## src/rtl/fault_prot_pkg.sv

```systemverilog
// package for the motor fault protection block: field positions, reset values, widths
// assumes a single 20 MHz clock domain
package fault_prot_pkg;
  // ----------------------------------------
  // fault word bit positions
  // ----------------------------------------
  localparam int unsigned FLT_OC_BIT      = 0;
  localparam int unsigned FLT_OV_BIT      = 2;
  localparam int unsigned FLT_UV_BIT      = 3;
  localparam int unsigned FLT_PIN_BIT     = 5;
  localparam int unsigned FLT_OT_BIT      = 6;
  localparam int unsigned FLT_PL_BIT      = 8;
  localparam int unsigned FLT_OFS_BIT     = 9;
  localparam int unsigned FLT_CRIT_BIT    = 10;
  localparam int unsigned FLT_W           = 16;
  // ----------------------------------------
  // register offsets
  // ----------------------------------------
  localparam logic [3:0] ADR_FLAGS     = 4'h0;
  localparam logic [3:0] ADR_ENABLE    = 4'h1;
  localparam logic [3:0] ADR_ACTIVE    = 4'h2;
  localparam logic [3:0] ADR_CLEAR     = 4'h3;
  localparam logic [3:0] ADR_CONFIG    = 4'h4;
  localparam logic [3:0] ADR_DEBOUNCE  = 4'h5;
  localparam logic [3:0] ADR_CMPLVL    = 4'h6;
  localparam logic [3:0] ADR_VBUS      = 4'h7;
  localparam logic [3:0] ADR_OVLVL     = 4'h8;
  localparam logic [3:0] ADR_UVLVL     = 4'h9;
  localparam logic [3:0] ADR_CRITLVL   = 4'hA;
  localparam logic [3:0] ADR_OTLVL     = 4'hB;
  localparam logic [3:0] ADR_PLLVL     = 4'hC;
  localparam logic [3:0] ADR_OFSMAX    = 4'hD;
  localparam logic [3:0] ADR_OFSMIN    = 4'hE;
  localparam logic [3:0] ADR_STATE     = 4'hF;
  // ----------------------------------------
  // config fields and reset values
  // ----------------------------------------
  localparam int unsigned CFG_PIN_EN_BIT  = 0;
  localparam int unsigned CFG_CMP_EN_BIT  = 1;
  localparam int unsigned CFG_LEG_BIT     = 2;
  localparam logic [15:0] CONFIG_RST      = 16'h0003;
  localparam logic [15:0] ENABLE_RST      = 16'h034C;
  localparam logic [9:0]  DEBOUNCE_MIN    = 10'h004;
  localparam logic [9:0]  DEBOUNCE_MAX    = 10'h3C0;
  localparam logic [9:0]  DEBOUNCE_RST    = 10'h060;
  localparam logic [11:0] ADC_FULL        = 12'hFFF;
  localparam logic [15:0] VFILT_SHIFT     = 16'h0005; // 2^11 / 2^16
  localparam int unsigned VBUS_W          = 16;
  localparam int unsigned ACC_W           = 32;
endpackage : fault_prot_pkg

```

## src/rtl/motor_fault_protection.sv

```systemverilog
// motor fault protection: fault flags, enable mask, active word, debounce, bus filter
// assumes all inputs except the trip pin and comparators are synchronous to clk_i
`timescale 1ns/10ps
// Notes on behaviour
// - trip pin is active low; low level means over-current.
// - over-current source selectable: pin, comparators, or both.
// - any over-current sets flag bit 0; pin source also sets bit 5.
// - single shunt uses one comparator, leg shunt uses three at one trip level.
// - debounce counts while input asserted, clears when input drops.
// - count reaching filter time asserts trap at once; PWM goes passive.
// - gate-kill fault stays latched until software writes one to fault clear.
// - gate-kill fault is unmaskable and always requests fault state.
// - filter time in cycles, range 4 to 960, default 96.
// - over-temperature when thermistor voltage below shutdown threshold.
// - enable bit 6 decides if over-temperature forces fault state.
// - bus voltage sampled per PWM cycle, low-pass weight 2^11 of 2^16, readable.
// - filtered bus above over-voltage sets bit 2, masked by enable bit 2.
// - filtered bus below under-voltage sets bit 3, masked by enable bit 3.
// - above critical level motor stops, zero vector until cleared; unmaskable.
// - at parking end, any phase current below level confirms phase loss.
// - phase loss reaches active word and fault state only with enable bit 8.
// - offset out of range sets bit 9; cleared by fault clear in fault state.
// - enabled offset fault goes to fault state, else motor goes to stop.
// - offset limits are 12-bit adc counts, full scale 4095.
module motor_fault_protection
  import fault_prot_pkg::*;
(
  // clock and reset
  input  wire logic              clk_i,
  input  wire logic              rstn_i,
  // register port
  input  wire logic [3:0]        addr_i,
  input  wire logic [15:0]       wdata_i,
  input  wire logic              wr_i,
  input  wire logic              rd_i,
  output logic      [15:0]       rdata_o,
  // over-current sources
  input  wire logic              overcurrent_trip_pin_n_i,
  input  wire logic [2:0]        comparator_trip_i,
  // measurements
  input  wire logic              pwm_cycle_i,
  input  wire logic [15:0]       bus_voltage_i,
  input  wire logic [11:0]       thermistor_voltage_i,
  input  wire logic              parking_end_i,
  input  wire logic [11:0]       phase_current_a_i,
  input  wire logic [11:0]       phase_current_b_i,
  input  wire logic [11:0]       phase_current_c_i,
  input  wire logic              offset_done_i,
  input  wire logic [11:0]       offset_a_i,
  input  wire logic [11:0]       offset_b_i,
  input  wire logic [11:0]       offset_c_i,
  input  wire logic              motor_in_fault_i,
  // protection outputs
  output logic                   pwm_trap_o,
  output logic                   zero_vector_o,
  output logic                   fault_state_req_o,
  output logic                   stop_state_req_o,
  output logic [11:0]            comparator_trip_level_o
);

  // ----------------------------------------
  // helpers
  // ----------------------------------------
  function automatic logic out_of_range(input logic [11:0] v, input logic [11:0] lo,
                                        input logic [11:0] hi);
    out_of_range = (v < lo) || (v > hi);
  endfunction : out_of_range

  function automatic logic [11:0] adc_clip(input logic [15:0] v);
    adc_clip = (v > {4'h0, ADC_FULL}) ? ADC_FULL : v[11:0];
  endfunction : adc_clip

  // ----------------------------------------
  // registers
  // ----------------------------------------
  logic [FLT_W-1:0] fault_flag_word_reg;
  logic [FLT_W-1:0] fault_enable_mask_reg;
  logic [FLT_W-1:0] active_fault_word;
  logic [15:0]      config_reg;
  logic [9:0]       trip_debounce_cycles_reg;
  logic [11:0]      comparator_trip_level_reg;
  logic [15:0]      bus_overvoltage_level_reg;
  logic [15:0]      bus_undervoltage_level_reg;
  logic [15:0]      bus_critical_level_reg;
  logic [11:0]      shutdown_level_reg;
  logic [11:0]      open_phase_current_level_reg;
  logic [11:0]      offset_upper_limit_reg;
  logic [11:0]      offset_lower_limit_reg;
  logic [ACC_W-1:0] vbus_acc_reg;
  logic [15:0]      bus_voltage_filtered;
  logic             clear_cmd;

  assign clear_cmd = wr_i && (addr_i == ADR_CLEAR) && wdata_i[0];

  always_ff @(posedge clk_i or negedge rstn_i) begin
    if (!rstn_i) begin
      fault_enable_mask_reg        <= ENABLE_RST;
      config_reg                   <= CONFIG_RST;
      trip_debounce_cycles_reg     <= DEBOUNCE_RST;
      comparator_trip_level_reg    <= 12'h0_FFF;
      bus_overvoltage_level_reg    <= 16'hFFFF;
      bus_undervoltage_level_reg   <= 16'h0000;
      bus_critical_level_reg       <= 16'hFFFF;
      shutdown_level_reg           <= 12'h0_000;
      open_phase_current_level_reg <= 12'h0_000;
      offset_upper_limit_reg       <= ADC_FULL;
      offset_lower_limit_reg       <= 12'h0_000;
    end else if (wr_i) begin
      unique case (addr_i)
        ADR_ENABLE:   fault_enable_mask_reg <= wdata_i;
        ADR_CONFIG:   config_reg <= wdata_i;
        ADR_DEBOUNCE: begin
          if (wdata_i < {6'h00, DEBOUNCE_MIN}) begin
            trip_debounce_cycles_reg <= DEBOUNCE_MIN;
          end else if (wdata_i > {6'h00, DEBOUNCE_MAX}) begin
            trip_debounce_cycles_reg <= DEBOUNCE_MAX;
          end else begin
            trip_debounce_cycles_reg <= wdata_i[9:0];
          end
        end
        ADR_CMPLVL:   comparator_trip_level_reg <= adc_clip(wdata_i);
        ADR_OVLVL:    bus_overvoltage_level_reg <= wdata_i;
        ADR_UVLVL:    bus_undervoltage_level_reg <= wdata_i;
        ADR_CRITLVL:  bus_critical_level_reg <= wdata_i;
        ADR_OTLVL:    shutdown_level_reg <= adc_clip(wdata_i);
        ADR_PLLVL:    open_phase_current_level_reg <= adc_clip(wdata_i);
        ADR_OFSMAX:   offset_upper_limit_reg <= adc_clip(wdata_i);
        ADR_OFSMIN:   offset_lower_limit_reg <= adc_clip(wdata_i);
        default: ;
      endcase
    end
  end

  assign comparator_trip_level_o = comparator_trip_level_reg;

  // ----------------------------------------
  // input synchronisers
  // ----------------------------------------
  logic [3:0] oc_meta_reg;
  logic [3:0] oc_sync_reg;

  always_ff @(posedge clk_i or negedge rstn_i) begin
    if (!rstn_i) begin
      oc_meta_reg <= 4'h1;
      oc_sync_reg <= 4'h1;
    end else begin
      oc_meta_reg <= {comparator_trip_i, overcurrent_trip_pin_n_i};
      oc_sync_reg <= oc_meta_reg;
    end
  end

  // ----------------------------------------
  // over-current source select and debounce
  // ----------------------------------------
  logic       pin_trip;
  logic       cmp_trip;
  logic       oc_level;
  logic [9:0] deb_cnt_reg;
  logic       deb_hit;
  logic       pin_seen_reg;

  assign pin_trip = config_reg[CFG_PIN_EN_BIT] && !oc_sync_reg[0];
  assign cmp_trip = config_reg[CFG_CMP_EN_BIT] &&
                    (config_reg[CFG_LEG_BIT] ? |oc_sync_reg[3:1] : oc_sync_reg[1]);
  assign oc_level = pin_trip || cmp_trip;
  assign deb_hit  = oc_level && (deb_cnt_reg + 10'h001 >= trip_debounce_cycles_reg);

  always_ff @(posedge clk_i or negedge rstn_i) begin
    if (!rstn_i) begin
      deb_cnt_reg  <= 10'h000;
      pin_seen_reg <= 1'b0;
    end else if (!oc_level) begin
      deb_cnt_reg  <= 10'h000;
      pin_seen_reg <= 1'b0;
    end else begin
      pin_seen_reg <= pin_seen_reg || pin_trip;
      if (!deb_hit) begin
        deb_cnt_reg <= deb_cnt_reg + 10'h001;
      end
    end
  end

  // ----------------------------------------
  // bus voltage filter
  // ----------------------------------------
  always_ff @(posedge clk_i or negedge rstn_i) begin
    if (!rstn_i) begin
      vbus_acc_reg <= '0;
    end else if (pwm_cycle_i) begin
      // acc += (sample - acc) * 2^11 / 2^16
      vbus_acc_reg <= vbus_acc_reg - (vbus_acc_reg >> VFILT_SHIFT)
                      + ({16'h0000, bus_voltage_i} << (16 - VFILT_SHIFT));
    end
  end

  assign bus_voltage_filtered = vbus_acc_reg[ACC_W-1:16];

  // ----------------------------------------
  // fault detection and flag word
  // ----------------------------------------
  logic [FLT_W-1:0] set_vec;
  logic             pl_now;
  logic             ofs_now;

  assign pl_now  = parking_end_i && ((phase_current_a_i < open_phase_current_level_reg) ||
                   (phase_current_b_i < open_phase_current_level_reg) ||
                   (phase_current_c_i < open_phase_current_level_reg));
  assign ofs_now = offset_done_i &&
    (out_of_range(offset_a_i, offset_lower_limit_reg, offset_upper_limit_reg) ||
     out_of_range(offset_b_i, offset_lower_limit_reg, offset_upper_limit_reg) ||
     out_of_range(offset_c_i, offset_lower_limit_reg, offset_upper_limit_reg));

  always_comb begin
    set_vec                = '0;
    set_vec[FLT_OC_BIT]    = deb_hit;
    set_vec[FLT_PIN_BIT]   = deb_hit && (pin_seen_reg || pin_trip);
    set_vec[FLT_OV_BIT]    = bus_voltage_filtered > bus_overvoltage_level_reg;
    set_vec[FLT_UV_BIT]    = bus_voltage_filtered < bus_undervoltage_level_reg;
    set_vec[FLT_OT_BIT]    = thermistor_voltage_i < shutdown_level_reg;
    set_vec[FLT_PL_BIT]    = pl_now;
    set_vec[FLT_OFS_BIT]   = ofs_now;
    set_vec[FLT_CRIT_BIT]  = bus_voltage_filtered > bus_critical_level_reg;
  end

  // set wins over clear; offset flag clears only while in fault state
  always_ff @(posedge clk_i or negedge rstn_i) begin
    if (!rstn_i) begin
      fault_flag_word_reg <= '0;
    end else begin
      for (int i = 0; i < FLT_W; i++) begin
        if (set_vec[i]) begin
          fault_flag_word_reg[i] <= 1'b1;
        end else if (clear_cmd && (i != FLT_OFS_BIT || motor_in_fault_i)) begin
          fault_flag_word_reg[i] <= 1'b0;
        end
      end
    end
  end

  // ----------------------------------------
  // active word and state requests
  // ----------------------------------------
  logic [FLT_W-1:0] unmaskable;

  always_comb begin
    unmaskable               = '0;
    unmaskable[FLT_OC_BIT]   = 1'b1;
    unmaskable[FLT_PIN_BIT]  = 1'b1;
    unmaskable[FLT_CRIT_BIT] = 1'b1;
  end

  assign active_fault_word = fault_flag_word_reg & (fault_enable_mask_reg | unmaskable);
  assign fault_state_req_o = |active_fault_word;
  assign stop_state_req_o  = fault_flag_word_reg[FLT_OFS_BIT] &&
                             !fault_enable_mask_reg[FLT_OFS_BIT];
  assign pwm_trap_o        = fault_flag_word_reg[FLT_OC_BIT];
  assign zero_vector_o     = fault_flag_word_reg[FLT_CRIT_BIT];

  // ----------------------------------------
  // read port
  // ----------------------------------------
  always_ff @(posedge clk_i or negedge rstn_i) begin
    if (!rstn_i) begin
      rdata_o <= 16'h0000;
    end else if (rd_i) begin
      unique case (addr_i)
        ADR_FLAGS:    rdata_o <= fault_flag_word_reg;
        ADR_ENABLE:   rdata_o <= fault_enable_mask_reg;
        ADR_ACTIVE:   rdata_o <= active_fault_word;
        ADR_CLEAR:    rdata_o <= 16'h0000;
        ADR_CONFIG:   rdata_o <= config_reg;
        ADR_DEBOUNCE: rdata_o <= {6'h00, trip_debounce_cycles_reg};
        ADR_CMPLVL:   rdata_o <= {4'h0, comparator_trip_level_reg};
        ADR_VBUS:     rdata_o <= bus_voltage_filtered;
        ADR_OVLVL:    rdata_o <= bus_overvoltage_level_reg;
        ADR_UVLVL:    rdata_o <= bus_undervoltage_level_reg;
        ADR_CRITLVL:  rdata_o <= bus_critical_level_reg;
        ADR_OTLVL:    rdata_o <= {4'h0, shutdown_level_reg};
        ADR_PLLVL:    rdata_o <= {4'h0, open_phase_current_level_reg};
        ADR_OFSMAX:   rdata_o <= {4'h0, offset_upper_limit_reg};
        ADR_OFSMIN:   rdata_o <= {4'h0, offset_lower_limit_reg};
        ADR_STATE:    rdata_o <= {12'h000, stop_state_req_o, zero_vector_o,
                                  pwm_trap_o, fault_state_req_o};
        default:      rdata_o <= 16'h0000;
      endcase
    end
  end

  // ----------------------------------------
  // assertions
  // ----------------------------------------
  property p_trap_latched;
    @(posedge clk_i) disable iff (!rstn_i)
      (pwm_trap_o && !(clear_cmd && !deb_hit)) |=> pwm_trap_o;
  endproperty
  a_trap_latched: assert property (p_trap_latched) else $error("trap dropped");

  property p_deb_trip;
    @(posedge clk_i) disable iff (!rstn_i)
      deb_hit |=> fault_flag_word_reg[FLT_OC_BIT] && fault_state_req_o;
  endproperty
  a_deb_trip: assert property (p_deb_trip) else $error("trip not flagged");

  property p_deb_reset;
    @(posedge clk_i) disable iff (!rstn_i)
      !oc_level |=> deb_cnt_reg == 10'h000;
  endproperty
  a_deb_reset: assert property (p_deb_reset) else $error("debounce not cleared");

  property p_deb_range;
    @(posedge clk_i) disable iff (!rstn_i)
      trip_debounce_cycles_reg >= DEBOUNCE_MIN && trip_debounce_cycles_reg <= DEBOUNCE_MAX;
  endproperty
  a_deb_range: assert property (p_deb_range) else $error("filter time range");

  property p_pin_bit;
    @(posedge clk_i) disable iff (!rstn_i)
      $rose(fault_flag_word_reg[FLT_PIN_BIT]) |-> fault_flag_word_reg[FLT_OC_BIT];
  endproperty
  a_pin_bit: assert property (p_pin_bit) else $error("pin bit without oc");

  property p_ot_masked;
    @(posedge clk_i) disable iff (!rstn_i)
      (fault_flag_word_reg == (16'h0001 << FLT_OT_BIT)) |->
        fault_state_req_o == fault_enable_mask_reg[FLT_OT_BIT];
  endproperty
  a_ot_masked: assert property (p_ot_masked) else $error("ot mask");

  property p_ov_set;
    @(posedge clk_i) disable iff (!rstn_i)
      (bus_voltage_filtered > bus_overvoltage_level_reg) |=> fault_flag_word_reg[FLT_OV_BIT];
  endproperty
  a_ov_set: assert property (p_ov_set) else $error("ov not set");

  property p_uv_set;
    @(posedge clk_i) disable iff (!rstn_i)
      (bus_voltage_filtered < bus_undervoltage_level_reg) |=> fault_flag_word_reg[FLT_UV_BIT];
  endproperty
  a_uv_set: assert property (p_uv_set) else $error("uv not set");

  property p_crit;
    @(posedge clk_i) disable iff (!rstn_i)
      zero_vector_o |-> fault_state_req_o;
  endproperty
  a_crit: assert property (p_crit) else $error("critical not forcing");

  property p_ofs_hold;
    @(posedge clk_i) disable iff (!rstn_i)
      (fault_flag_word_reg[FLT_OFS_BIT] && !motor_in_fault_i) |=>
        fault_flag_word_reg[FLT_OFS_BIT];
  endproperty
  a_ofs_hold: assert property (p_ofs_hold) else $error("offset flag lost");

  property p_pl_mask;
    @(posedge clk_i) disable iff (!rstn_i)
      active_fault_word[FLT_PL_BIT] |->
        fault_enable_mask_reg[FLT_PL_BIT] && fault_state_req_o;
  endproperty
  a_pl_mask: assert property (p_pl_mask) else $error("phase loss mask");

  property p_pl_set;
    @(posedge clk_i) disable iff (!rstn_i)
      pl_now |=> fault_flag_word_reg[FLT_PL_BIT];
  endproperty
  a_pl_set: assert property (p_pl_set) else $error("phase loss not flagged");

  property p_ofs_set;
    @(posedge clk_i) disable iff (!rstn_i)
      ofs_now |=> fault_flag_word_reg[FLT_OFS_BIT];
  endproperty
  a_ofs_set: assert property (p_ofs_set) else $error("offset fault not flagged");

endmodule : motor_fault_protection

```

## config.mk

```make
export PLATFORM = sky130hd
export DESIGN_NAME = motor_fault_protection
export DESIGN_NICKNAME = d
export VERILOG_FILES = /design/src/rtl/fault_prot_pkg.sv /design/src/rtl/motor_fault_protection.sv
export SDC_FILE = /design/constraint.sdc
export NUM_CORES = 1
export LEC_CHECK = 0
export BUFFER_PORTS_ARGS = -buffer_cell sky130_fd_sc_hd__buf_4
export CORE_AREA = 2 2 162 164
export CTS_CLUSTER_SIZE = 12
export DETAILED_ROUTE_END_ITERATION = 7
export DIE_AREA = 0 0 164 166
export GPL_ROUTABILITY_DRIVEN = 0
export PLACE_DENSITY = 0.85
export SYNTH_ARGS = -nofsm -noshare
export SYNTH_HDL_FRONTEND = slang
export SYNTH_SLANG_ARGS = --single-unit
```

## constraint.sdc

```tcl
create_clock -name clk_i -period 8.5 [get_ports clk_i]
set_clock_uncertainty 0.1 [all_clocks]
set_input_delay 1.7 -clock clk_i [delete_from_list [all_inputs] [get_ports clk_i]]
set_output_delay 1.7 -clock clk_i [all_outputs]
set_load 0.005 [all_outputs]
```

; Word-level counts from Yosys, hierarchy flattened
; Cells that the tools add are included.
[word_totals]
reg_bits = 225
input_bits = 132
out_inout_bits = 32
word_cells = 123
[classes]
add_sub_neg = 3
n_lt_le_gt_ge = 17
eq_ne = 16
n_mux = 18
n_bitwise = 1
n_reduce_logical = 43
[ops]
columns = op, n
row1 = one-hot mux 16 bit (16 select lines), 1
row2 = less-than comparator 12 bit, 7
row3 = two-way mux 10 bit, 4
row4 = > comparator 12 bit, 3
row5 = adder 32 x 27 -> 32 bit, 1
row6 = equality test 4 bit (second input constant), 8
row7 = > comparator 16 bit, 2
row8 = subtractor 32 x 27 -> 32 bit, 1
row9 = AND reduction 2 bit, 11
row10 = AND 11 x 16 -> 16 bit, 1
row11 = equality test 4 x 3 -> 1 bit (second input constant), 4
row12 = > comparator 16 x 10 -> 1 bit (second input constant), 1
row13 = > comparator 16 x 12 -> 1 bit (second input constant), 1
row14 = less-than comparator 16 bit, 1
row15 = less-than comparator 16 x 3 -> 1 bit (second input constant), 1
row16 = nonzero test 2 bit, 8
row17 = OR reduction 16 bit, 1
row18 = two-way mux 1 bit, 12
row19 = two-way mux 12 bit, 1
row20 = adder 10 x 1 -> 10 bit (second input constant), 1
row21 = greater-or-equal comparator 10 bit, 1
row22 = logical AND 1 bit, 10
row23 = logical OR 1 bit, 9
row24 = equality test 4 x 2 -> 1 bit (second input constant), 2
row25 = 5 further kinds, 6

; Logic depth before layout (Yosys ltp)
; Gate-level depths: netlist (run 1).
[depth]
depth_word = 7
mapped_depth = 13
ltp_nobuf = 12

; Worst setup path after synthesis (run 1)
; Ideal clock, no wire load.
[synth_path]
kind = input port to flip-flop
start = input bus_voltage_i[15]
end = register vbus_acc_reg[31]
arrival_time_ps = 4052
setup_slack_ps = 4209
cell_stages = 12
path_cell_list = inv_1 -> fa_1 -> inv_1 -> ha_1 -> buf_2 -> nand2_1 -> nor2_1 -> and3_1 -> a21boi_1 -> a41oi_2 -> nor4b_1 -> or4b_1
[synth_via]
elab_chain_len = 1
[synth_lines]
columns = item, line_no
row1 = start: declaration, motor_fault_protection.sv:42  ; input wire logic [15:0] bus_voltage_i,
row2 = adder 32 x 27 -> 32 bit, motor_fault_protection.sv:192  ; + ({16'h0000, bus_voltage_i} << (16 - VFILT_SHIFT));
row3 = end signal: assignment, motor_fault_protection.sv:191  ; vbus_acc_reg <= vbus_acc_reg - (vbus_acc_reg >> VFILT_SHIFT)
row4 = end: declaration, motor_fault_protection.sv:89  ; logic [ACC_W-1:0] vbus_acc_reg;
; Every way passes these cells.
; A chain may end at the register's enable or synchronous reset.

; Worst setup path in the final report (run 1)
[layout_path]
start = input bus_voltage_i[5]
end = register vbus_acc_reg[23]
; The elaborated chain is that of the path after synthesis.

==> impl_results.md, run 1 <==
* Gr usage total at 36.03%
* Core Area at 25620 µm²
* Crit Path Class: input pin to flip-flop
* Avg Vias per Cell at 6.559
* Inst Count DP at 2164
* CP arrival at 4.48 ns
* Setup violations, final at 0
* CTS Root Cell: clkbuf_16
* Routed WL per cell at 22.03 µm
* Fin cells at 2208
* Detailed Route WL at 48640 µm
* Reg power frac at 27.6%
* Htree depth at 1
* Hold WS at 0.2497 ns
* Most instantiated cells after synthesis: 212 x ha_1, 198 x inv_1, 158 x dfrtp_1
* Drt pass-1 iters at 6
* FP Rows at 59
* Max_slew headroom at 13.79%
* Horiz. Die Dim at 164 µm
* Dpl cell area at 17720 µm²
* Die H at 166 µm
* Max Fclk at 0.2385 GHz
* Buffers added on ports at 163
* WP data required at 8.79 ns
* Area share of fa/ha/maj cells after synthesis at 18.43%
* Post-DRT Antenna Nets at 0
* Max FFs per register at 32
* Final Core Density at 72.02%
* Max-cap violations at 0
* Pwr dens at 336.2 nW/µm²
* Initial core utilization at 63.41%
* Post-CTS sizing at 0
* Part of the power in combinational logic at 56.5%
* Final Max Slew Viols at 0
* Largest family of logic cells by synthesized area: compound AO/OA/AOI/OAI gates
* Synth Flop Type: dfrtp_1
* Post-synthesis compound-gate area fraction at 20.22%
* Initial antenna violation count at 0
* LEAKAGE at 0.009169 µW
* Seq/Total Area, Yosys at 35.18%
* I/O pin total at 164
* Psw at 2750 µW
* Slew at the pin with the worst max-slew slack at 1.281 ns
* Layout Nets at 2216
* Mapped Cells at 1718
* Post-synth EDFFs at 0
* Int Power at 3453 µW
* Setup TNS at 0 ns
* DR vias at 14.48k
* Area growth, synth to finish at 13.57%
* Fin. Hold Viols at 0
* Synth area leaders: dfrtp_1 24%, ha_1 16%, dfstp_2 11%
* Area leader, netlist: dfrtp_1
* Clock slew at reported path FFs at 0.07 ns
* Cts-stage hold buffer count at 0
* CP Capture Type: flip-flop
* CTS tree: done
* Synth Area in XOR/XNOR at 1.510%
* Grt ovf at 0
* ANT cells at 0
* Hold Path Class: flip-flop to flip-flop
* Tmin final at 4.193 ns
* Count leader, synth: ha_1
* Clk Latency, worst-skew pair at 0.54 ns
* DR iter-0 viols at 1612
* Post-synthesis mux area share at 7.449%
* Setup crit start kind: input pin
* Yosys top cell area share at 24.34%
* Design Area, Final at 18450 µm²
* Vias in the first global route at 14.70k
* Synth warn at 0
* Status: finished, final reports clean
* Cts bufs inserted at 24
* Clock power frac at 15.9%
* Yosys reg bits at 225
* RSZ-0062 raised after global routing: no
* Synth Area in Simple Gates at 11.16%
* Mapped Area at 16240 µm²
* CTS Sinks at 225
* Die area at 27220 µm²
* Syn avg cell area at 9.455 µm²
* CP Max Fanout at 7
* HPWL after DPL at 36210 µm
* Ys async rst share at 100.0%
* Layout cells sized above 1 at 20.18%
* Post-CTS setup buffer count at 0
* DRC viols at 0
* Yosys cell types at 81
* Syn nets at 2079
* Worst vdd ir at 0.4281 mV
* Net Sw Frac at 44.33%
* Bufs on Longest Clock Path at 3
* Largest net degree at the start of global routing at 124
* Global-route wire length before repair at 77250 µm
* Final period utilization at 49.33%
==> per-stage QoR <==
stage                     worst slack, ns  total power (µW)
after CTS                           4.395              6121
after global routing                4.154              6671
after floorplan                     4.209              4171
final                               4.307              6203
after global placement              3.962              4930
after detailed placement            3.829              5109
==> layout by cell type (no fill, tap or decap), types with 19 or more instances in the layout <==
cell         n
ha_1       212
inv_1      198
buf_4      170
dfrtp_1    158
a21oi_1    147
nor2_1     121
o21ai_0     87
mux2_2      87
nand2_1     82
dfstp_2     67
a21o_1      66
nand4_1     38
a22oi_1     33
nand2b_1    26
nand3_1     25
clkbuf_16   24
mux2i_1     23
xnor2_1     19
==> cells by family (layout without fill, tap and decap cells) <==
logic type / count (synthesis) / in the layout
adders and majority gates: 229 / 229
xor gates and xnor gates: 28 / 28
and+or+nand+nor: 375 / 375
buffers and inverters: 258 / 413
AOI/OAI and AO/OA: 493 / 493
DFF: 225 / 225
muxes: 110 / 110
==> power by group through the flow <==
| stage | registers [µW] | logic (µW) | clock network (µW) |
|---|---|---|---|
| final | 1710 | 3500 | 988 |
| after global routing | 1730 | 3900 | 1040 |
| after CTS | 1690 | 3440 | 994 |
| after detailed placement | 1710 | 3400 | 0 |
| after global placement | 1690 | 3240 | 0 |
| after floorplan | 1570 | 2600 | 0 |
==> layout make-up <==
cell class	count	area, µm²
Clock buffer	38	683.2
Clock inverter	6	43.79
Fill cell	1819	7168
Inverter	198	743.2
Multi-Input combinational cell	1235	9553
Sequential cell	225	5714
Tap cell	335	419.2
Timing Repair Buffer	171	1291
==> final timing paths <==
| check | startpoint | endpoint | slack [ns] | depth (start not counted) |
|---|---|---|---|---|
| setup / recovery | bus_voltage_i[5] | vbus_acc_reg[23] | 4.31 | 12 |
| hold / removal | oc_meta_reg[3] | oc_sync_reg[3] | 0.25 | 0 |
| setup reg to reg | vbus_acc_reg[26] | vbus_acc_reg[31] | 4.94 | 11 |
| hold reg to reg | oc_meta_reg[3] | oc_sync_reg[3] | 0.25 | 0 |
| max in group asynchronous | rstn_i | open_phase_current_level_reg[11] | 5.80 | 2 |
| min in group asynchronous | rstn_i | deb_cnt_reg[6] | 1.16 | 1 |
==> worst max-delay path, stage by stage <==
cell      delay [ns]
buf_4           0.07
inv_1           0.05
fa_1            0.52
inv_1           0.04
ha_1            0.41
nand3_1         0.18
or2_0           0.24
o221ai_1        0.35
o21ai_1         0.22
a21boi_1        0.24
nor3_1          0.08
o31ai_1         0.38
==> layer usage <==
metal,global-route usage (%),up-vias,wire length (µm)
met5,0,-,0
met4,17.39,0,2892
met3,8.092,257,5184
met2,57.40,908,21920
met1,46.51,6856,18640
li1,-,6462,-
No activity file was read; power rests on OpenSTA's default activity.
==> run 2, diff against run 1 <==
Settings changed: CORE_AREA 2 2 162 164 to 2 2 175 177, DIE_AREA 0 0 164 166 to 0 0 177 179, PLACE_DENSITY 0.85 to 0.78.
Clock period 8.5 ns to 3.7 ns, I/O delays scaled along.
==> run 2 against run 1 <==
  * Routed wire length is 0.15% higher
  * Highest routed layer unchanged
  * Total power rose by 140%
  * Critical path depth is 1 lower
  * Flip-flop and latch count did not move
  * Register-to-register slack got worse by 4.7 ns
  * Cell count increased by 4.1%
  * Sequential power increased by 130%
==> impl_results.md, run 2 (same netlist as run 1, synthesis figures left out) <==
* Fin. Hold Viols at 0 (unchanged)
* Area growth, synth to finish at 15.93%
* DR vias at 14.31k (-1.2%)
* I/O pin total at 164 (unchanged)
* Post-DRT Antenna Nets at 0 (unchanged)
* DRC viols at 0 (unchanged)
* DR iter-0 viols at 1456 (-9.7%)
* Routed WL per cell at 21.20 µm (-3.8%)
* Layout Nets at 2246 (+1.4%)
* CTS tree: done
* CP max-delay cell: dfrtp_1
* FP Rows at 64 (+8.5%)
* Drt pass-1 iters at 8 (+2)
* ANT cells at 0 (unchanged)
* Reg-to-reg setup timing slack at 0.28 ns (-4.66 ns)
* Layout cells sized above 1 at 21.50% (+1.3 points)
* Max Fclk at 0.2923 GHz
* Clk Latency, worst-skew pair at 0.53 ns (about the same)
* HPWL after DPL at 37210 µm (+2.8%)
* Horiz. Die Dim at 177 µm (+7.9%)
* CTS Root Cell: clkbuf_16
* Crit path max-delay family: compound AO/OA/AOI/OAI gates
* CP Max Fanout at 6 (-1)
* CP peak stage delay at 0.59 ns (+0.07 ns)
* Cts bufs inserted at 25 (+4.2%)
* Pwr dens at 777.7 nW/µm² (+130%)
* Vias in the first global route at 14.12k (-4.0%)
* WP data required at 4.01 ns (-4.78 ns)
* CP arrival at 3.73 ns (-0.75 ns)
* Die H at 179 µm (+7.8%)
* Initial antenna violation count at 1 (+1)
* CP Cell Sequence: inv_1 > fa_1 > inv_1 > ha_1 > a21oi_1 > o21ai_0 > a21oi_1 > a21boi_1 > a41oi_2 > o22ai_1 > or4b_1
* Worst vdd ir at 0.9562 mV (+120%)
* Initial core utilization at 54.09% (-9.3 points)
* Max-cap violations at 0 (unchanged)
* Clock slew at reported path FFs at 0.06 ns (about the same)
* RSZ-0062 raised after global routing: no
* Max FFs per register at 32 (unchanged)
* CP Buf/Inv Count at 2 (-1)
* Setup TNS at 0 ns (unchanged)
* Die area at 31680 µm² (+16%)
* CTS Sinks at 225 (unchanged)
* Global-route wire length before repair at 76810 µm (-0.57%)
* Fillers at 2439 (+34%)
* CP Capture Type: flip-flop
* Final period utilization at 92.46%
* Slew at the pin with the worst max-slew slack at 0.9256 ns (-0.3557 ns)
* Status: finished, final reports clean
* Cts-stage hold buffer count at 0 (unchanged)
* Tmin final at 3.421 ns
* Hold WS at 0.02663 ns (-0.2230 ns)
* Htree depth at 1 (unchanged)
* Most frequent cells in the layout: 212 x ha_1, 198 x inv_1, 198 x buf_4
* Largest net degree at the start of global routing at 94 (-24%)
* Setup crit start kind: flip-flop
* Crit Path Class: flip-flop to flip-flop
* Setup violations, final at 0 (unchanged)
* Bufs on Longest Clock Path at 3 (unchanged)
* Most common cell after layout, fill and taps aside: ha_1
* Core Area at 30030 µm² (+17%)
* Avg Vias per Cell at 6.226 (-5.1%)
* Final Max Slew Viols at 0 (unchanged)
* Hold Path Class: input pin to async pin
* Gr usage total at 30.95% (-5.1 points)
* Buffers added on ports at 163 (unchanged)
* Detailed Route WL at 48710 µm (+0.15%)
* Max_slew headroom at 38.07% (+24 points)
* LEAKAGE at 0.009358 µW (+2.1%)
* Post-CTS setup buffer count at 0 (unchanged)
* Post-CTS sizing at 0 (unchanged)
* Grt ovf at 0 (unchanged)
-- run 2: final cells by class --
type | count | area [µm²] | share of cell area [%]
multi-input combinational | 1235 | 9550 | 50.72
sequential | 225 | 5714 | 30.35
timing repair buffer | 200 | 1521 | 8.080
inverter | 198 | 743.2 | 3.947
clock buffer | 37 | 710.7 | 3.774
tap | 396 | 495.5 | 2.631
clock inverter | 7 | 95.09 | 0.5050
-- run 2: final timing paths --
check / endpoint / cells after the start / from
setup reg to reg: vbus_acc_reg[31] / 11 / vbus_acc_reg[18]
hold reg to reg: oc_sync_reg[2] / 0 / oc_meta_reg[2]
hold / removal: vbus_acc_reg[13] / 1 / rstn_i
min in group clk_i: oc_meta_reg[3] / 1 / comparator_trip_i[2]
max in group asynchronous: bus_critical_level_reg[12] / 2 / rstn_i
setup / recovery: vbus_acc_reg[31] / 11 / vbus_acc_reg[18]
-- run 2: where the power goes --
part           total [µW]  internal, µW  switching (µW)
combinational        8240          3650            4600
sequential           3890          3190             704
clock                2510          1470            1040
total               14600          8300            6350
-- run 2: per-stage QoR --
stage / instances / util, % / total power [µW] / setup WS, ns / area (µm²)
2_1_floorplan: 1718 / - / 9582 / 0.3691 / 16240
3_3_place_gp: 2254 / 60.02 / 11610 / 0.1391 / 18020
3_5_place_dp: 2254 / 60.02 / 11930 / 0.07827 / 18020
4_1_cts: 2298 / 62.71 / 14510 / 0.3411 / 18830
5_1_grt: 2298 / 62.71 / 15770 / 0.04053 / 18830
6_report: 2298 / 62.71 / 14650 / 0.2788 / 18830
-- run 2: per-layer routing --
layer | vias up | share of wire [%] | GRT usage [%]
met5 | - | 0 | 0
met4 | 0 | 4.5 | 12.02
met3 | 172 | 9.0 | 4.644
met2 | 745 | 46 | 50.88
met1 | 6867 | 40 | 41.28
li1 | 6523 | - | -
